==> config.mk <==
export PLATFORM = sky130hd
export DESIGN_NAME = headerless_sector_tracker
export DESIGN_NICKNAME = d
export VERILOG_FILES = /design/src/verilog/sector_tracker_pkg.sv /design/src/verilog/headerless_sector_tracker.sv /design/src/verilog/pin_sync.sv /design/src/verilog/split_queue.sv
export SDC_FILE = /design/constraint.sdc
export NUM_CORES = 1
export LEC_CHECK = 0
export ABC_AREA = 0
export BUFFER_PORTS_ARGS = -buffer_cell sky130_fd_sc_hd__buf_4
export CAP_MARGIN = 20
export CORE_ASPECT_RATIO = 0.6
export CORE_MARGIN = 3
export CORE_UTILIZATION = 65
export CTS_BUF_LIST = sky130_fd_sc_hd__clkbuf_8
export DETAILED_ROUTE_END_ITERATION = 8
export GPL_TIMING_DRIVEN = 0
export PLACE_DENSITY = 0.88
export SYNTH_ARGS = -nofsm -noshare
export SYNTH_HDL_FRONTEND = slang
export SYNTH_SLANG_ARGS = --single-unit
==> constraint.sdc <==
create_clock -name core_clk -period 3.7 [get_ports core_clk]
set_input_delay 0.37 -clock core_clk [delete_from_list [all_inputs] [get_ports core_clk]]
set_output_delay 0.37 -clock core_clk [all_outputs]
set_load 0.02 [all_outputs]
==> src/verilog/sector_tracker_pkg.sv <==
// constants for the headerless sector tracker
package sector_tracker_pkg;
   localparam logic [7:0] OFS_FRAME_COUNTER = 8'h58;
   localparam logic [7:0] OFS_FRAME_MAXIMUM = 8'h59;
   localparam logic [7:0] OFS_SECTOR_LOW = 8'h5a;
   localparam logic [7:0] OFS_SECTOR_HIGH = 8'h5b;
   localparam logic [7:0] OFS_FRAME_TARGET = 8'h5c;
   localparam logic [7:0] OFS_CONTROL_FOUR = 8'h5d;
   localparam logic [7:0] OFS_IRQ0_STATUS = 8'h5e;
   localparam logic [7:0] OFS_IRQ0_ENABLE = 8'h5f;
   localparam logic [7:0] OFS_CHIP_CONFIG = 8'h60;
   // control four fields
   localparam int C4_SEED_OVR = 6;
   localparam int C4_AUTO_WR = 5;
   localparam int C4_SEED_EN = 4;
   localparam int C4_SPLIT_PERR = 3;
   localparam int C4_SEED_ERR = 2;
   localparam int C4_IDX_CLR = 1;
   localparam int C4_ENHANCED = 0;
   localparam logic [7:0] C4_WRITABLE = 8'h7f;
   // chip config fields (swap, irq0 chip enable, write fault halt)
   localparam int CC_SWAP = 0;
   localparam int CC_IRQ_EN = 1;
   localparam int CC_WFLT = 2;
   // high sector flag positions
   localparam int HF_AT_REQ = 7;
   localparam int HF_AT_TGT = 6;
   localparam int HF_AT_MAX = 5;
   localparam int HF_WRAP = 4;
   // interrupt-0 status bits
   localparam int ST_SRV_OVR = 7;
   localparam int ST_SOFT = 4;
   localparam int ST_HIT = 3;
   localparam int ST_CMP = 1;
   localparam int ST_WFLT = 0;
   localparam logic [7:0] ST_USED = 8'h9b;
   // sequencer codes
   localparam logic [2:0] CODE_LOAD_SPLIT = 3'b001;
   localparam logic [2:0] CODE_DATA_INIT = 3'b011;
   localparam logic [2:0] CODE_CORR_INIT = 3'b100;
   localparam int SEED_QUEUE_LIMIT = 2;
   typedef enum logic [1:0] {
      SEQ_IDLE = 2'b00,
      SEQ_RUN = 2'b01,
      SEQ_HALT = 2'b11
   } seq_state_type;
endpackage : sector_tracker_pkg

==> src/verilog/headerless_sector_tracker.sv <==
// head position tracker, control four options and disk interrupt-0 status
//
// Chosen here: the plain strobed port.
`timescale 1ns/1ns
`default_nettype none
//////////////////////////////////////////////////////////////////////////////
module headerless_sector_tracker (
   // clock and reset
   input wire logic core_clk,
   input wire logic arst_n,
   // register port
   input wire logic [7:0] reg_addr,
   input wire logic [7:0] reg_wdata,
   input wire logic reg_write,
   input wire logic reg_read,
   output logic [7:0] reg_rdata,
   // disk pins
   input wire logic servo_end_pulse,
   input wire logic index_pin,
   input wire logic write_fault_pin,
   // sequencer side
   input wire logic seq_start,
   input wire logic [2:0] seq_code,
   input wire logic [3:0] sequencer_count_field,
   input wire logic split_counter_reset,
   input wire logic [9:0] requested_sector_number,
   input wire logic [9:0] wrap_sector_number,
   output logic head_at_request_flag,
   output logic frame_at_target_flag,
   output logic frame_at_maximum_flag,
   output logic request_at_wrap_flag,
   output logic seq_running,
   output logic seed_transfer_start,
   output logic corrector_init,
   output logic sync_write_mark,
   output logic seed_queue_reset,
   output logic sector_release_block,
   // event inputs
   input wire logic seed_sector_corrected,
   input wire logic seed_queue_read,
   input wire logic auto_write_seen,
   input wire logic split_parity_error,
   input wire logic seed_mismatch_error,
   input wire logic servo_fetch_overrun,
   input wire logic soft_correctable_error,
   input wire logic data_compare_mismatch,
   // split queue fill side and split counter
   input wire logic split_push_valid,
   input wire logic [15:0] split_push_count,
   input wire logic split_push_last,
   input wire logic split_counts_from_buffer,
   output logic split_fetch_request,
   input wire logic split_tick,
   output logic [15:0] split_count,
   output logic split_loaded,
   // interrupt
   output logic disk_irq0_active
);
   import sector_tracker_pkg::*;
   //////////////////////////////////////////////////////////////////////////////
   typedef struct packed {
      logic [7:0] frame_counter;
      logic [7:0] frame_maximum;
      logic [9:0] head_sector;
      logic [7:0] frame_target;
      logic [7:0] control_four;
      logic [7:0] irq_status;
      logic [7:0] irq_enable;
      logic [2:0] chip_config;
      logic target_passed;
      seq_state_type seq;
      logic [1:0] seed_pending;
      logic index_prev;
      logic fault_prev;
      logic release_block;
      logic [7:0] rdata;
   } tracker_state_type;
   tracker_state_type state, next_state;
   logic servo_lvl, index_lvl, fault_lvl;
   logic servo_edge, index_edge, fault_edge;
   logic servo_prev_q;
   logic frame_clear, frame_wrap, halt, swap;
   logic [7:0] addr_eff, clear_mask, set_mask;

   pin_sync servo_sync (
      .core_clk(core_clk), .arst_n(arst_n), .pin(servo_end_pulse), .level(servo_lvl));
   pin_sync index_sync (
      .core_clk(core_clk), .arst_n(arst_n), .pin(index_pin), .level(index_lvl));
   pin_sync fault_sync (
      .core_clk(core_clk), .arst_n(arst_n), .pin(write_fault_pin), .level(fault_lvl));

   always_ff @(posedge core_clk or negedge arst_n) begin
      if (!arst_n) begin
         servo_prev_q <= 1'b0;
      end else begin
         servo_prev_q <= servo_lvl;
      end
   end

   split_queue split_unit (
      .core_clk(core_clk),
      .arst_n(arst_n),
      .enhanced_headerless_enable(state.control_four[C4_ENHANCED]),
      .split_counts_from_buffer(split_counts_from_buffer),
      .push_valid(split_push_valid),
      .push_count(split_push_count),
      .push_last(split_push_last),
      .fetch_request(split_fetch_request),
      .load_split_command(state.seq == SEQ_RUN && seq_code == CODE_LOAD_SPLIT),
      .sequencer_count_field(sequencer_count_field),
      .split_counter_reset(split_counter_reset),
      .count_tick(split_tick),
      .split_count(split_count),
      .counter_loaded(split_loaded)
   );

   //////////////////////////////////////////////////////////////////////////////
   always_comb begin
      next_state = state;
      servo_edge = servo_lvl && !servo_prev_q;
      index_edge = index_lvl && !state.index_prev;
      fault_edge = fault_lvl && !state.fault_prev;
      next_state.index_prev = index_lvl;
      next_state.fault_prev = fault_lvl;
      swap = state.chip_config[CC_SWAP];
      // with swap the high byte answers at the lower address
      addr_eff = reg_addr;
      if (swap && reg_addr == OFS_SECTOR_LOW) begin
         addr_eff = OFS_SECTOR_HIGH;
      end else if (swap && reg_addr == OFS_SECTOR_HIGH) begin
         addr_eff = OFS_SECTOR_LOW;
      end
      frame_clear = state.control_four[C4_IDX_CLR] && index_edge;
      frame_wrap = servo_edge && (state.frame_counter == state.frame_maximum);
      // target passed is set only while the sequencer runs, and is kept after it stops
      if (servo_edge && state.frame_counter == state.frame_target
          && state.seq == SEQ_RUN) begin
         next_state.target_passed = 1'b1;
      end
      // the index clear outranks a same-cycle increment
      if (frame_clear) begin
         next_state.frame_counter = 8'h00;
      end else if (frame_wrap) begin
         next_state.frame_counter = 8'h00;
      end else if (servo_edge) begin
         next_state.frame_counter = state.frame_counter + 8'h01;
      end
      if ((frame_clear || frame_wrap) && state.target_passed) begin
         next_state.head_sector = 10'h000;
         next_state.target_passed = 1'b0;
      end
      // seed queue occupancy, reset while seed is off
      if (!state.control_four[C4_SEED_EN]) begin
         next_state.seed_pending = 2'h0;
      end else if (seed_sector_corrected && !seed_queue_read
                   && state.seed_pending != 2'h3) begin
         next_state.seed_pending = state.seed_pending + 2'h1;
      end else if (seed_queue_read && !seed_sector_corrected
                   && state.seed_pending != 2'h0) begin
         next_state.seed_pending = state.seed_pending - 2'h1;
      end
      if (seed_mismatch_error) begin
         next_state.release_block = 1'b1;
      end else if (state.seq == SEQ_RUN && seq_code == CODE_DATA_INIT) begin
         next_state.release_block = 1'b0;
      end
      // status events
      set_mask = 8'h00;
      set_mask[ST_SRV_OVR] = servo_fetch_overrun;
      set_mask[ST_SOFT] = soft_correctable_error;
      set_mask[ST_HIT] = state.seq == SEQ_RUN && seq_code == CODE_DATA_INIT;
      set_mask[ST_CMP] = data_compare_mismatch;
      set_mask[ST_WFLT] = state.seq == SEQ_RUN && fault_edge
                          && state.chip_config[CC_WFLT];
      halt = servo_fetch_overrun || set_mask[ST_WFLT]
         || (state.control_four[C4_SEED_OVR]
             && state.seed_pending > 2'(SEED_QUEUE_LIMIT))
         || (state.control_four[C4_AUTO_WR] && auto_write_seen)
         || (state.control_four[C4_SPLIT_PERR] && split_parity_error)
         || (state.control_four[C4_SEED_ERR] && seed_mismatch_error);
      case (state.seq)
         SEQ_IDLE: begin
            if (seq_start) begin
               next_state.seq = SEQ_RUN;
            end
         end
         SEQ_RUN: begin
            if (halt) begin
               next_state.seq = SEQ_HALT;
            end
         end
         SEQ_HALT: begin
            if (seq_start && !halt) begin
               next_state.seq = SEQ_RUN;
            end
         end
         default: begin
            next_state.seq = SEQ_IDLE;
         end
      endcase
      clear_mask = 8'h00;
      // register writes; leaves collision with pulses to software
      if (reg_write) begin
         case (addr_eff)
            OFS_FRAME_COUNTER: next_state.frame_counter = reg_wdata;
            OFS_FRAME_MAXIMUM: next_state.frame_maximum = reg_wdata;
            OFS_SECTOR_LOW: next_state.head_sector[7:0] = reg_wdata;
            OFS_SECTOR_HIGH: next_state.head_sector[9:8] = reg_wdata[1:0];
            OFS_FRAME_TARGET: next_state.frame_target = reg_wdata;
            OFS_CONTROL_FOUR: next_state.control_four = reg_wdata & C4_WRITABLE;
            OFS_IRQ0_STATUS: clear_mask = reg_wdata & ST_USED;
            OFS_IRQ0_ENABLE: next_state.irq_enable = reg_wdata & ST_USED;
            OFS_CHIP_CONFIG: next_state.chip_config = reg_wdata[2:0];
            default: begin
            end
         endcase
      end
      // set wins over a same-cycle clear
      next_state.irq_status = (state.irq_status & ~clear_mask) | set_mask;
      next_state.rdata = 8'h00;
      if (reg_read) begin
         case (addr_eff)
            OFS_FRAME_COUNTER: next_state.rdata = state.frame_counter;
            OFS_FRAME_MAXIMUM: next_state.rdata = state.frame_maximum;
            OFS_SECTOR_LOW: next_state.rdata = state.head_sector[7:0];
            OFS_SECTOR_HIGH: next_state.rdata = {head_at_request_flag,
               frame_at_target_flag, frame_at_maximum_flag, request_at_wrap_flag,
               2'b00, state.head_sector[9:8]};
            OFS_FRAME_TARGET: next_state.rdata = state.frame_target;
            OFS_CONTROL_FOUR: next_state.rdata = state.control_four;
            OFS_IRQ0_STATUS: next_state.rdata = state.irq_status;
            OFS_IRQ0_ENABLE: next_state.rdata = state.irq_enable;
            OFS_CHIP_CONFIG: next_state.rdata = {5'h00, state.chip_config};
            default: next_state.rdata = 8'h00;
         endcase
      end
   end

   always_ff @(posedge core_clk or negedge arst_n) begin
      if (!arst_n) begin
         state <= '0;
      end else begin
         state <= next_state;
      end
   end

   //////////////////////////////////////////////////////////////////////////////
   assign head_at_request_flag = state.head_sector == requested_sector_number;
   // compare is combinational so the sequencer sees it in the pulse cycle
   assign frame_at_target_flag = servo_edge
      && state.frame_counter == state.frame_target;
   assign frame_at_maximum_flag = state.frame_counter == state.frame_maximum;
   assign request_at_wrap_flag = wrap_sector_number == requested_sector_number;
   assign seq_running = state.seq == SEQ_RUN;
   assign seed_transfer_start = seq_running && state.control_four[C4_SEED_EN]
      && seq_code == CODE_CORR_INIT;
   assign corrector_init = seq_running && ((state.control_four[C4_SEED_EN]
      && seq_code == CODE_CORR_INIT) || (!state.control_four[C4_SEED_EN]
      && seq_code == CODE_DATA_INIT));
   assign sync_write_mark = seq_running && state.control_four[C4_SEED_EN]
      && seq_code == CODE_DATA_INIT;
   assign seed_queue_reset = !state.control_four[C4_SEED_EN];
   assign sector_release_block = state.release_block;
   assign disk_irq0_active = state.chip_config[CC_IRQ_EN]
      && |(state.irq_status & state.irq_enable);
   assign reg_rdata = state.rdata;
endmodule : headerless_sector_tracker
`default_nettype wire

==> src/verilog/pin_sync.sv <==
// three-stage synchroniser with second/third agreement
`timescale 1ns/1ns
`default_nettype none
module pin_sync (
   // clock and reset
   input wire logic core_clk,
   input wire logic arst_n,
   // pin and clean level
   input wire logic pin,
   output logic level
);
   typedef struct packed {
      logic [2:0] stage;
      logic level;
   } sync_state_type;
   sync_state_type state, next_state;
   always_comb begin
      next_state = state;
      next_state.stage = {state.stage[1:0], pin};
      // first stage feeds only the second
      if (state.stage[1] == state.stage[2]) begin
         next_state.level = state.stage[2];
      end
   end
   always_ff @(posedge core_clk or negedge arst_n) begin
      if (!arst_n) begin
         state <= '0;
      end else begin
         state <= next_state;
      end
   end
   assign level = state.level;
endmodule : pin_sync
`default_nettype wire

==> src/verilog/split_queue.sv <==
// split-count queue and split counter
`timescale 1ns/1ns
`default_nettype none
module split_queue (
   // clock and reset
   input wire logic core_clk,
   input wire logic arst_n,
   // mode
   input wire logic enhanced_headerless_enable,
   input wire logic split_counts_from_buffer,
   // fill side
   input wire logic push_valid,
   input wire logic [15:0] push_count,
   input wire logic push_last,
   output logic fetch_request,
   // commands
   input wire logic load_split_command,
   input wire logic [3:0] sequencer_count_field,
   input wire logic split_counter_reset,
   // counter
   input wire logic count_tick,
   output logic [15:0] split_count,
   output logic counter_loaded
);
   localparam int DEPTH = 4;
   typedef struct packed {
      logic [DEPTH-1:0][16:0] slot;
      logic [1:0] rd;
      logic [1:0] wr;
      logic [2:0] used;
      logic [3:0] owed;
      logic flushing;
      logic [15:0] counter;
      logic loaded;
      logic cur_last;
      logic stopped;
   } queue_state_type;
   queue_state_type state, next_state;
   logic take, pop, full;
   always_comb begin
      next_state = state;
      full = (state.used == 3'(DEPTH));
      take = push_valid && !full;
      pop = 1'b0;
      if (enhanced_headerless_enable) begin
         fetch_request = split_counts_from_buffer && !full;
      end else begin
         fetch_request = split_counts_from_buffer && (state.owed != 4'h0) && !full;
      end
      if (take) begin
         next_state.slot[state.wr] = {push_last, push_count};
         next_state.wr = state.wr + 2'h1;
         if (state.owed != 4'h0) begin
            next_state.owed = state.owed - 4'h1;
         end
      end
      if (state.loaded && count_tick) begin
         next_state.counter = state.counter - 16'h1;
         if (state.counter == 16'h1) begin
            next_state.loaded = 1'b0;
            if (enhanced_headerless_enable && state.cur_last) begin
               next_state.stopped = 1'b1;
            end
         end
      end
      // enhanced flush drops entries through the first last-marked one
      if (state.flushing && state.used != 3'h0) begin
         pop = 1'b1;
         if (state.slot[state.rd][16]) begin
            next_state.flushing = 1'b0;
         end
      end else if (state.flushing) begin
         next_state.flushing = 1'b0;
      end else if (!state.loaded && state.used != 3'h0 && !state.stopped) begin
         pop = 1'b1;
         next_state.counter = state.slot[state.rd][15:0];
         next_state.cur_last = state.slot[state.rd][16];
         next_state.loaded = 1'b1;
      end
      if (pop) begin
         next_state.rd = state.rd + 2'h1;
      end
      next_state.used = state.used + 3'(take) - 3'(pop);
      if (load_split_command || split_counter_reset) begin
         next_state.loaded = 1'b0;
         next_state.counter = 16'h0;
         next_state.stopped = 1'b0;
         if (load_split_command && enhanced_headerless_enable) begin
            next_state.flushing = 1'b1;
         end else begin
            next_state.rd = 2'h0;
            next_state.wr = 2'h0;
            next_state.used = 3'h0;
            next_state.flushing = 1'b0;
            if (load_split_command) begin
               next_state.owed = sequencer_count_field;
            end
         end
      end
   end
   always_ff @(posedge core_clk or negedge arst_n) begin
      if (!arst_n) begin
         state <= '0;
      end else begin
         state <= next_state;
      end
   end
   assign split_count = state.counter;
   assign counter_loaded = state.loaded;
endmodule : split_queue
`default_nettype wire

Yosys cells after proc, flatten, opt, wreduce, memory -nomap -nowiden
Index checks and enable logic that the tools add are counted.
{"block": "totals", "wordCells": 218, "input_bits": 80, "ff_bits": 185, "output_inout_bits": 37}
{"block": "classes", "n_addsub": 9, "reduce_logical": 77, "n_bitwise": 6, "magnitude_cmp": 4, "eq_ne": 31, "muxes": 56}
{"operator": "8-bit 2-to-1 mux", "n": 12}
{"operator": "8-bit by 7-bit == test with 1-bit output, second input constant", "n": 11}
{"operator": "8-bit case mux with 9 select lines", "n": 1}
{"operator": "68-bit bitwise mux", "n": 1}
{"operator": "18-bit 2-to-1 mux", "n": 3}
{"operator": "17-bit 2-to-1 mux", "n": 3}
{"operator": "42-bit 2-to-1 mux", "n": 1}
{"operator": "1-bit logical AND", "n": 41}
{"operator": "17-bit binary-select mux with 2-bit select", "n": 1}
{"operator": "17-bit demux with 2-bit select", "n": 1}
{"operator": "29-bit 2-to-1 mux", "n": 1}
{"operator": "10-bit == test", "n": 2}
{"operator": "2-bit 2-to-1 mux", "n": 9}
{"operator": "8-bit AND", "n": 2}
{"operator": "16-bit by 1-bit == test with 1-bit output, second input constant", "n": 1}
{"operator": "8-bit == test", "n": 2}
{"operator": "1-bit 2-to-1 mux", "n": 16}
{"operator": "16-bit by 1-bit subtractor with 16-bit output, second input constant", "n": 1}
{"operator": "4-bit 2-to-1 mux", "n": 3}
{"operator": "2-bit nonzero test", "n": 6}
{"operator": "11-bit 2-to-1 mux", "n": 1}
{"operator": "1-bit zero test", "n": 10}
{"operator": "10-bit 2-to-1 mux", "n": 1}
{"operator": "2-bit AND reduction", "n": 5}
{"operator": "30 further kinds", "n": 48}

Longest topological paths before layout
{"block": "logic_depth", "depth_word": 13, "mapped_depth": 10, "ltp_nobuf": 10}

By module
Synthesis repeated with hierarchy kept, for this count alone.
{"block": "hier_totals", "hier_cells": 761, "hier_area_um2": 9168.8}
{"mod": "split_queue", "cells_per_inst": 363, "n_inst": 1, "area_each_um2": 4832.1}
{"mod": "headerless_sector_tracker", "cells_per_inst": 383, "n_inst": 1, "area_each_um2": 4002.6}
{"mod": "pin_sync", "cells_per_inst": 5, "n_inst": 3, "area_each_um2": 111.4}

Worst setup path after synthesis
No wires, ideal clock.
{"block": "synth_timing", "path_kind": "register to register", "start": "reg split_unit.state[25] (netlist name)", "end": "reg split_unit.state[26] (netlist name)", "t_arrival_ns": 2.161, "period_less_slack_ns": 2.298, "t_required_ns": 3.564, "setup_slack_ns": 1.402, "path_stages_with_launch": 11, "cell_sequence": "dfrtp_1 -> or3_1 -> o21a_1 -> ha_1 -> inv_1 -> ha_1 -> inv_1 -> fa_1 -> xor2_1 -> xnor2_1 -> nor2_1"}
{"item": "from (decl)", "line": "split_queue.sv:38", "text": "queue_state_type state, next_state;"}
{"item": "from (signal assigned)", "line": "split_queue.sv:105", "text": "state <= next_state;"}

Worst setup path in the final report
{"block": "layout_timing", "start": "reg servo_sync.state (netlist bit servo_sync.level)", "end": "out frame_at_target_flag"}
{"block": "layout_via", "elab_chain_len": 2}
{"item": "from (decl)", "line": "pin_sync.sv:16", "text": "sync_state_type state, next_state;"}
{"item": "from (signal assigned)", "line": "pin_sync.sv:29", "text": "state <= next_state;"}
{"item": "1-bit logical AND", "line": "headerless_sector_tracker.sv:120", "text": "servo_edge = servo_lvl && !servo_prev_q;"}
{"item": "1-bit logical AND", "line": "headerless_sector_tracker.sv:251", "text": "&& state.frame_counter == state.frame_target;"}
{"item": "to (decl)", "line": "headerless_sector_tracker.sv:29", "text": "output logic frame_at_target_flag,"}
Every way passes these cells.

==> results.md <==
Timing:
- For the pin with the worst max-slew slack, the measured transition is 0.886 ns.
- The worst path meets setup with between 0.7 and 0.8 ns of slack.
- The worst path uses around 80% of the clock period.
- Setup repair after global routing left no endpoint under its margin.
- The time the worst path needs with I/O delays and setup is between 2 and 3 ns.
- In the final timing run, aggregate negative setup slack is 0 ns.
- The max-slew violation count is 0.
- Setup violations remaining at the end of the flow were counted as 0.
- The total count of hold-check failures in the final report is 0.
- Measured against its own limit, the worst slew margin works out to 40.4%.
- The maximum clock frequency is 336 MHz.
- Across the routed clock network, the largest skew measured is 0.0147 ns.

GRT:
- The maximum number of pins on one net before global-route repair is 135.
- The global router's overall resource usage is a little under a third.
- The routing layer with the top usage in global route is met1.
- The first global-routing pass estimated 37,400 um of wire.
- The number of antenna violations at the first check in global routing is 0.
- The number of global-route vias before repair is 6,733.
- The met1 routing resource usage after global routing is between 40% and 50%.
- The global-route congestion overflow total is 0.
- In the global route stage, met3 resource usage came out at 10.7%.
- The met2 global-route usage is 43.3%.

Routing:
- In the routed design, unresolved DRC markers number 0.
- The number of search-and-repair iterations in the first detailed-routing pass is 6.
- After detailed routing, the number of vias per cell comes to 6.18.
- The routed design has 23,800 um of wire.
- The iteration-0 DRC count of the detailed router is 617.
- Across all layers, the routed design uses roughly 7,000 vias.
- The count of nets left with antenna violations once routing finished came out at 0.
- Dividing the detail-routed wire length by the instance count gives 21.5 um.

Power and ir drop:
- IR analysis of the VDD net gives a maximum drop of 381 uV.
- Dividing total power by cell area gives a power density of about 630 mW/mm^2.
- The leakage power summed over all cells is 0.00481 uW.
- The total power draw is 6880 uW.

Final layout:
- From synthesis to final layout, the design area changed by 17.3%.
- The final design area excluding fillers is between 0.01 and 0.015 sq mm.
- The count of antenna diodes in the layout is 0.
- Of the cells placed in the final design, the portion with a size suffix greater than 1 is 36.4%.
- After the last flow step, the layout net total stands at 991.

Worst setup path:
- STA puts the critical path data arrival time at 2.61 ns.
- Counting both buffers and inverters, the worst setup path holds a total of 3.
- The endpoint type of the worst setup path is an output pin.
- The sort of element at the start of the critical path is a flip-flop.
- The cell class contributing the biggest share of worst-path delay is simple AND/OR/NAND/NOR gates.
- The setup path with the least slack is of type reg -> out.
- Along the worst path, the maximum fanout reaches 8.
- STA puts the critical path data required time at between 3 and 4 ns.
- The critical path goes through nor2b_1 > clkbuf_1 > inv_1 > nor4_1 > buf_4.
- For this run, the slowest stage of the critical path takes approximately 0.80 ns.
- The critical path's slowest cell is nor4_1.

Place:
- The setup slack at placement is between 1 and 1.5 ns.
- The wire-length estimate of the detail-placed layout is 17,400 um.
- The number of input and output port buffers inserted is 112.
- The final weighted congestion in routability-driven placement is about 0.95.
- Summing all placed instances gives a cell area of a little over 0.01 sq mm.

Die:
- The initial core utilization is approximately two thirds.
- The die covers approximately 0.016 sq mm.
- The chip width is 160 um.
- The area of the core is 0.0137 sq mm.
- The number of placement rows is 33.
- The total I/O pin count is 117.
- The die is between 90 and 100 um tall.

Clock network:
- The clock-pin transition on the worst setup and hold timing paths is 0.11 ns.
- CTS built an H-tree with a depth of 4.
- The count of clock tree sinks is 182.
- The later pin in the worst-skew pair is clocked with a latency of 0.48 ns.
- The number of clock buffers added by TritonCTS is 17.
- The clock root buffer is clkbuf_8.
- The post-CTS resize count is 0.
- Once the clock tree was built, the setup fixing pass inserted 0 buffers.
- The worst-case clock buffer depth is 2.
- TritonCTS built the clock tree.

Synth:
- dfrtp_1 takes more of the synthesized area than any other cell.
- The synthesized area per cell is 12.1 sq um.
- The mapped netlist covers 0.00923 sq mm.
- Summing the sequential cell areas from Yosys gives just under 50% of the chip area.
- The total of flip-flops plus latches after synthesis is about 180.
- Among all cell types in the netlist, the one instantiated most often is dfrtp_1.
- Of all flip-flops after synthesis, the portion carrying an async set or reset was 100%.
- During synthesis, Yosys emitted a total of 0 warnings.
- The fraction of synthesized cell area taken by the top area cell type is 49.4%.
- In the synthesized netlist the dominant register cell turns out to be dfrtp_1.
- After synthesis, the most frequently instantiated cells are 182 x dfrtp_1, 104 x mux2_2, 65 x nand2_1.
- The count of distinct cell types in the synthesized netlist is 69.
- The synthesized design contains 0 enable-type register cells.
- The total nets after synthesis is 854.
- By area the synthesized netlist is led by dfrtp_1 49%, mux2_2 13%, mux4_2 5.6%.
- After technology mapping, the gate count stands at ~760.

Flow run:
- The number of maximum-capacitance constraint violations is 0.

Outcome:
- The flow ran to the end, and the final reports show no timing, DRC or antenna violations.

Worst hold path:
- The tightest min-delay check is of the in -> reg type.
## cell usage in the layout, fill, tap and decap left out, types with 9 or more instances in the layout
master	count
dfrtp_1	182
buf_4	136
mux2_2	104
nand2_1	65
xnor2_1	48
nor2_1	37
o21ai_0	24
mux4_2	23
a21oi_1	18
clkbuf_8	17
inv_1	16
xor2_1	16
buf_2	14
clkbuf_1	14
nand3_1	14
mux2i_1	12
a211oi_1	11
nand4_1	10
ha_1	10
nand2b_1	9
## cell families (layout without fill, tap and decap cells)
family          Yosys count  count (layout)  share of synthesized area [%]
xor+xnor                 65              65                           6.25
mux                     140             140                           19.7
flops                   182             182                           49.4
compound gates           90              90                           6.52
buf+inv                  73             223                           4.42
simple gates            199             199                           11.8
fa+ha+maj                14              14                           1.90
## routing by layer
metal / vias up / share of wire, % / routed length, um
li1: 2981 / - / -
met1: 3473 / 45 / 10700
met2: 345 / 43 / 10200
met3: 33 / 11 / 2570
met4: 0 / 1.2 / 280
met5: - / 0 / 0
## final cells by class
type / count / area [sq um]
repair buffers: 118 / 923
flip-flops and latches: 182 / 4550
clock buffers: 17 / 234
well taps: 192 / 240
inverters: 16 / 60.1
fillers: 839 / 2920
plain buffers: 57 / 348
multi-input cells: 508 / 4270
clock inverters: 15 / 203
## flip-flops by register name (all words and copies together), names as in the netlist
signal	flops
fault_sync.level	1
fault_sync.next_state	2
fault_sync.state	1
index_sync.level	1
index_sync.next_state	2
index_sync.state	1
reg_rdata	8
sector_release_block	1
servo_prev_q	1
servo_sync.level	1
servo_sync.next_state	2
servo_sync.state	1
split_unit.counter_loaded	1
split_unit.split_count	16
split_unit.state	82
state	61
## per-stage QoR
| stage | instances | hold WS [ns] | util [%] |
|---|---|---|---|
| after CTS | 1104 | 0.0546 | 78.7 |
| after global placement | 1067 | 0.340 | 75.0 |
| after detailed placement | 1068 | 0.295 | 75.2 |
| after global routing | 1105 | 0.0601 | 78.8 |
| final | 1105 | 0.0725 | 78.8 |
| after floorplan | 763 | 0.0744 | - |
## where the power goes
part | internal (uW) | switching [uW]
registers | 2530 | 416
clock network | 531 | 874
logic | 1270 | 1250
## repair_timing
action / CTS / global route
endpoints found under the hold margin: 51 / 0
hold buffers: 4 / 0
setup endpoints to repair: 0 / 0
## path summary, 6_finish.rpt
path                                                    startpoint                                  to  slack [ns]  cells past startpoint
worst max-delay path                  servo_sync.level$_DFFE_PN0N_                frame_at_target_flag        0.72                      5
worst min-delay path                         data_compare_mismatch                 state[28]$_DFF_PN0_        0.07                      2
worst max register to register      split_unit.state[25]$_DFF_PN0_      split_unit.state[26]$_DFF_PN0_        1.19                     10
worst min register to register  servo_sync.next_state[2]$_DFF_PN0_  servo_sync.next_state[3]$_DFF_PN0_        0.36                      0
max in group asynchronous                                   arst_n                 state[10]$_DFF_PN0_        2.33                      3
min in group asynchronous                                   arst_n              reg_rdata[1]$_DFF_PN0_        0.39                      2
No activity file was read; power rests on OpenSTA's default activity.
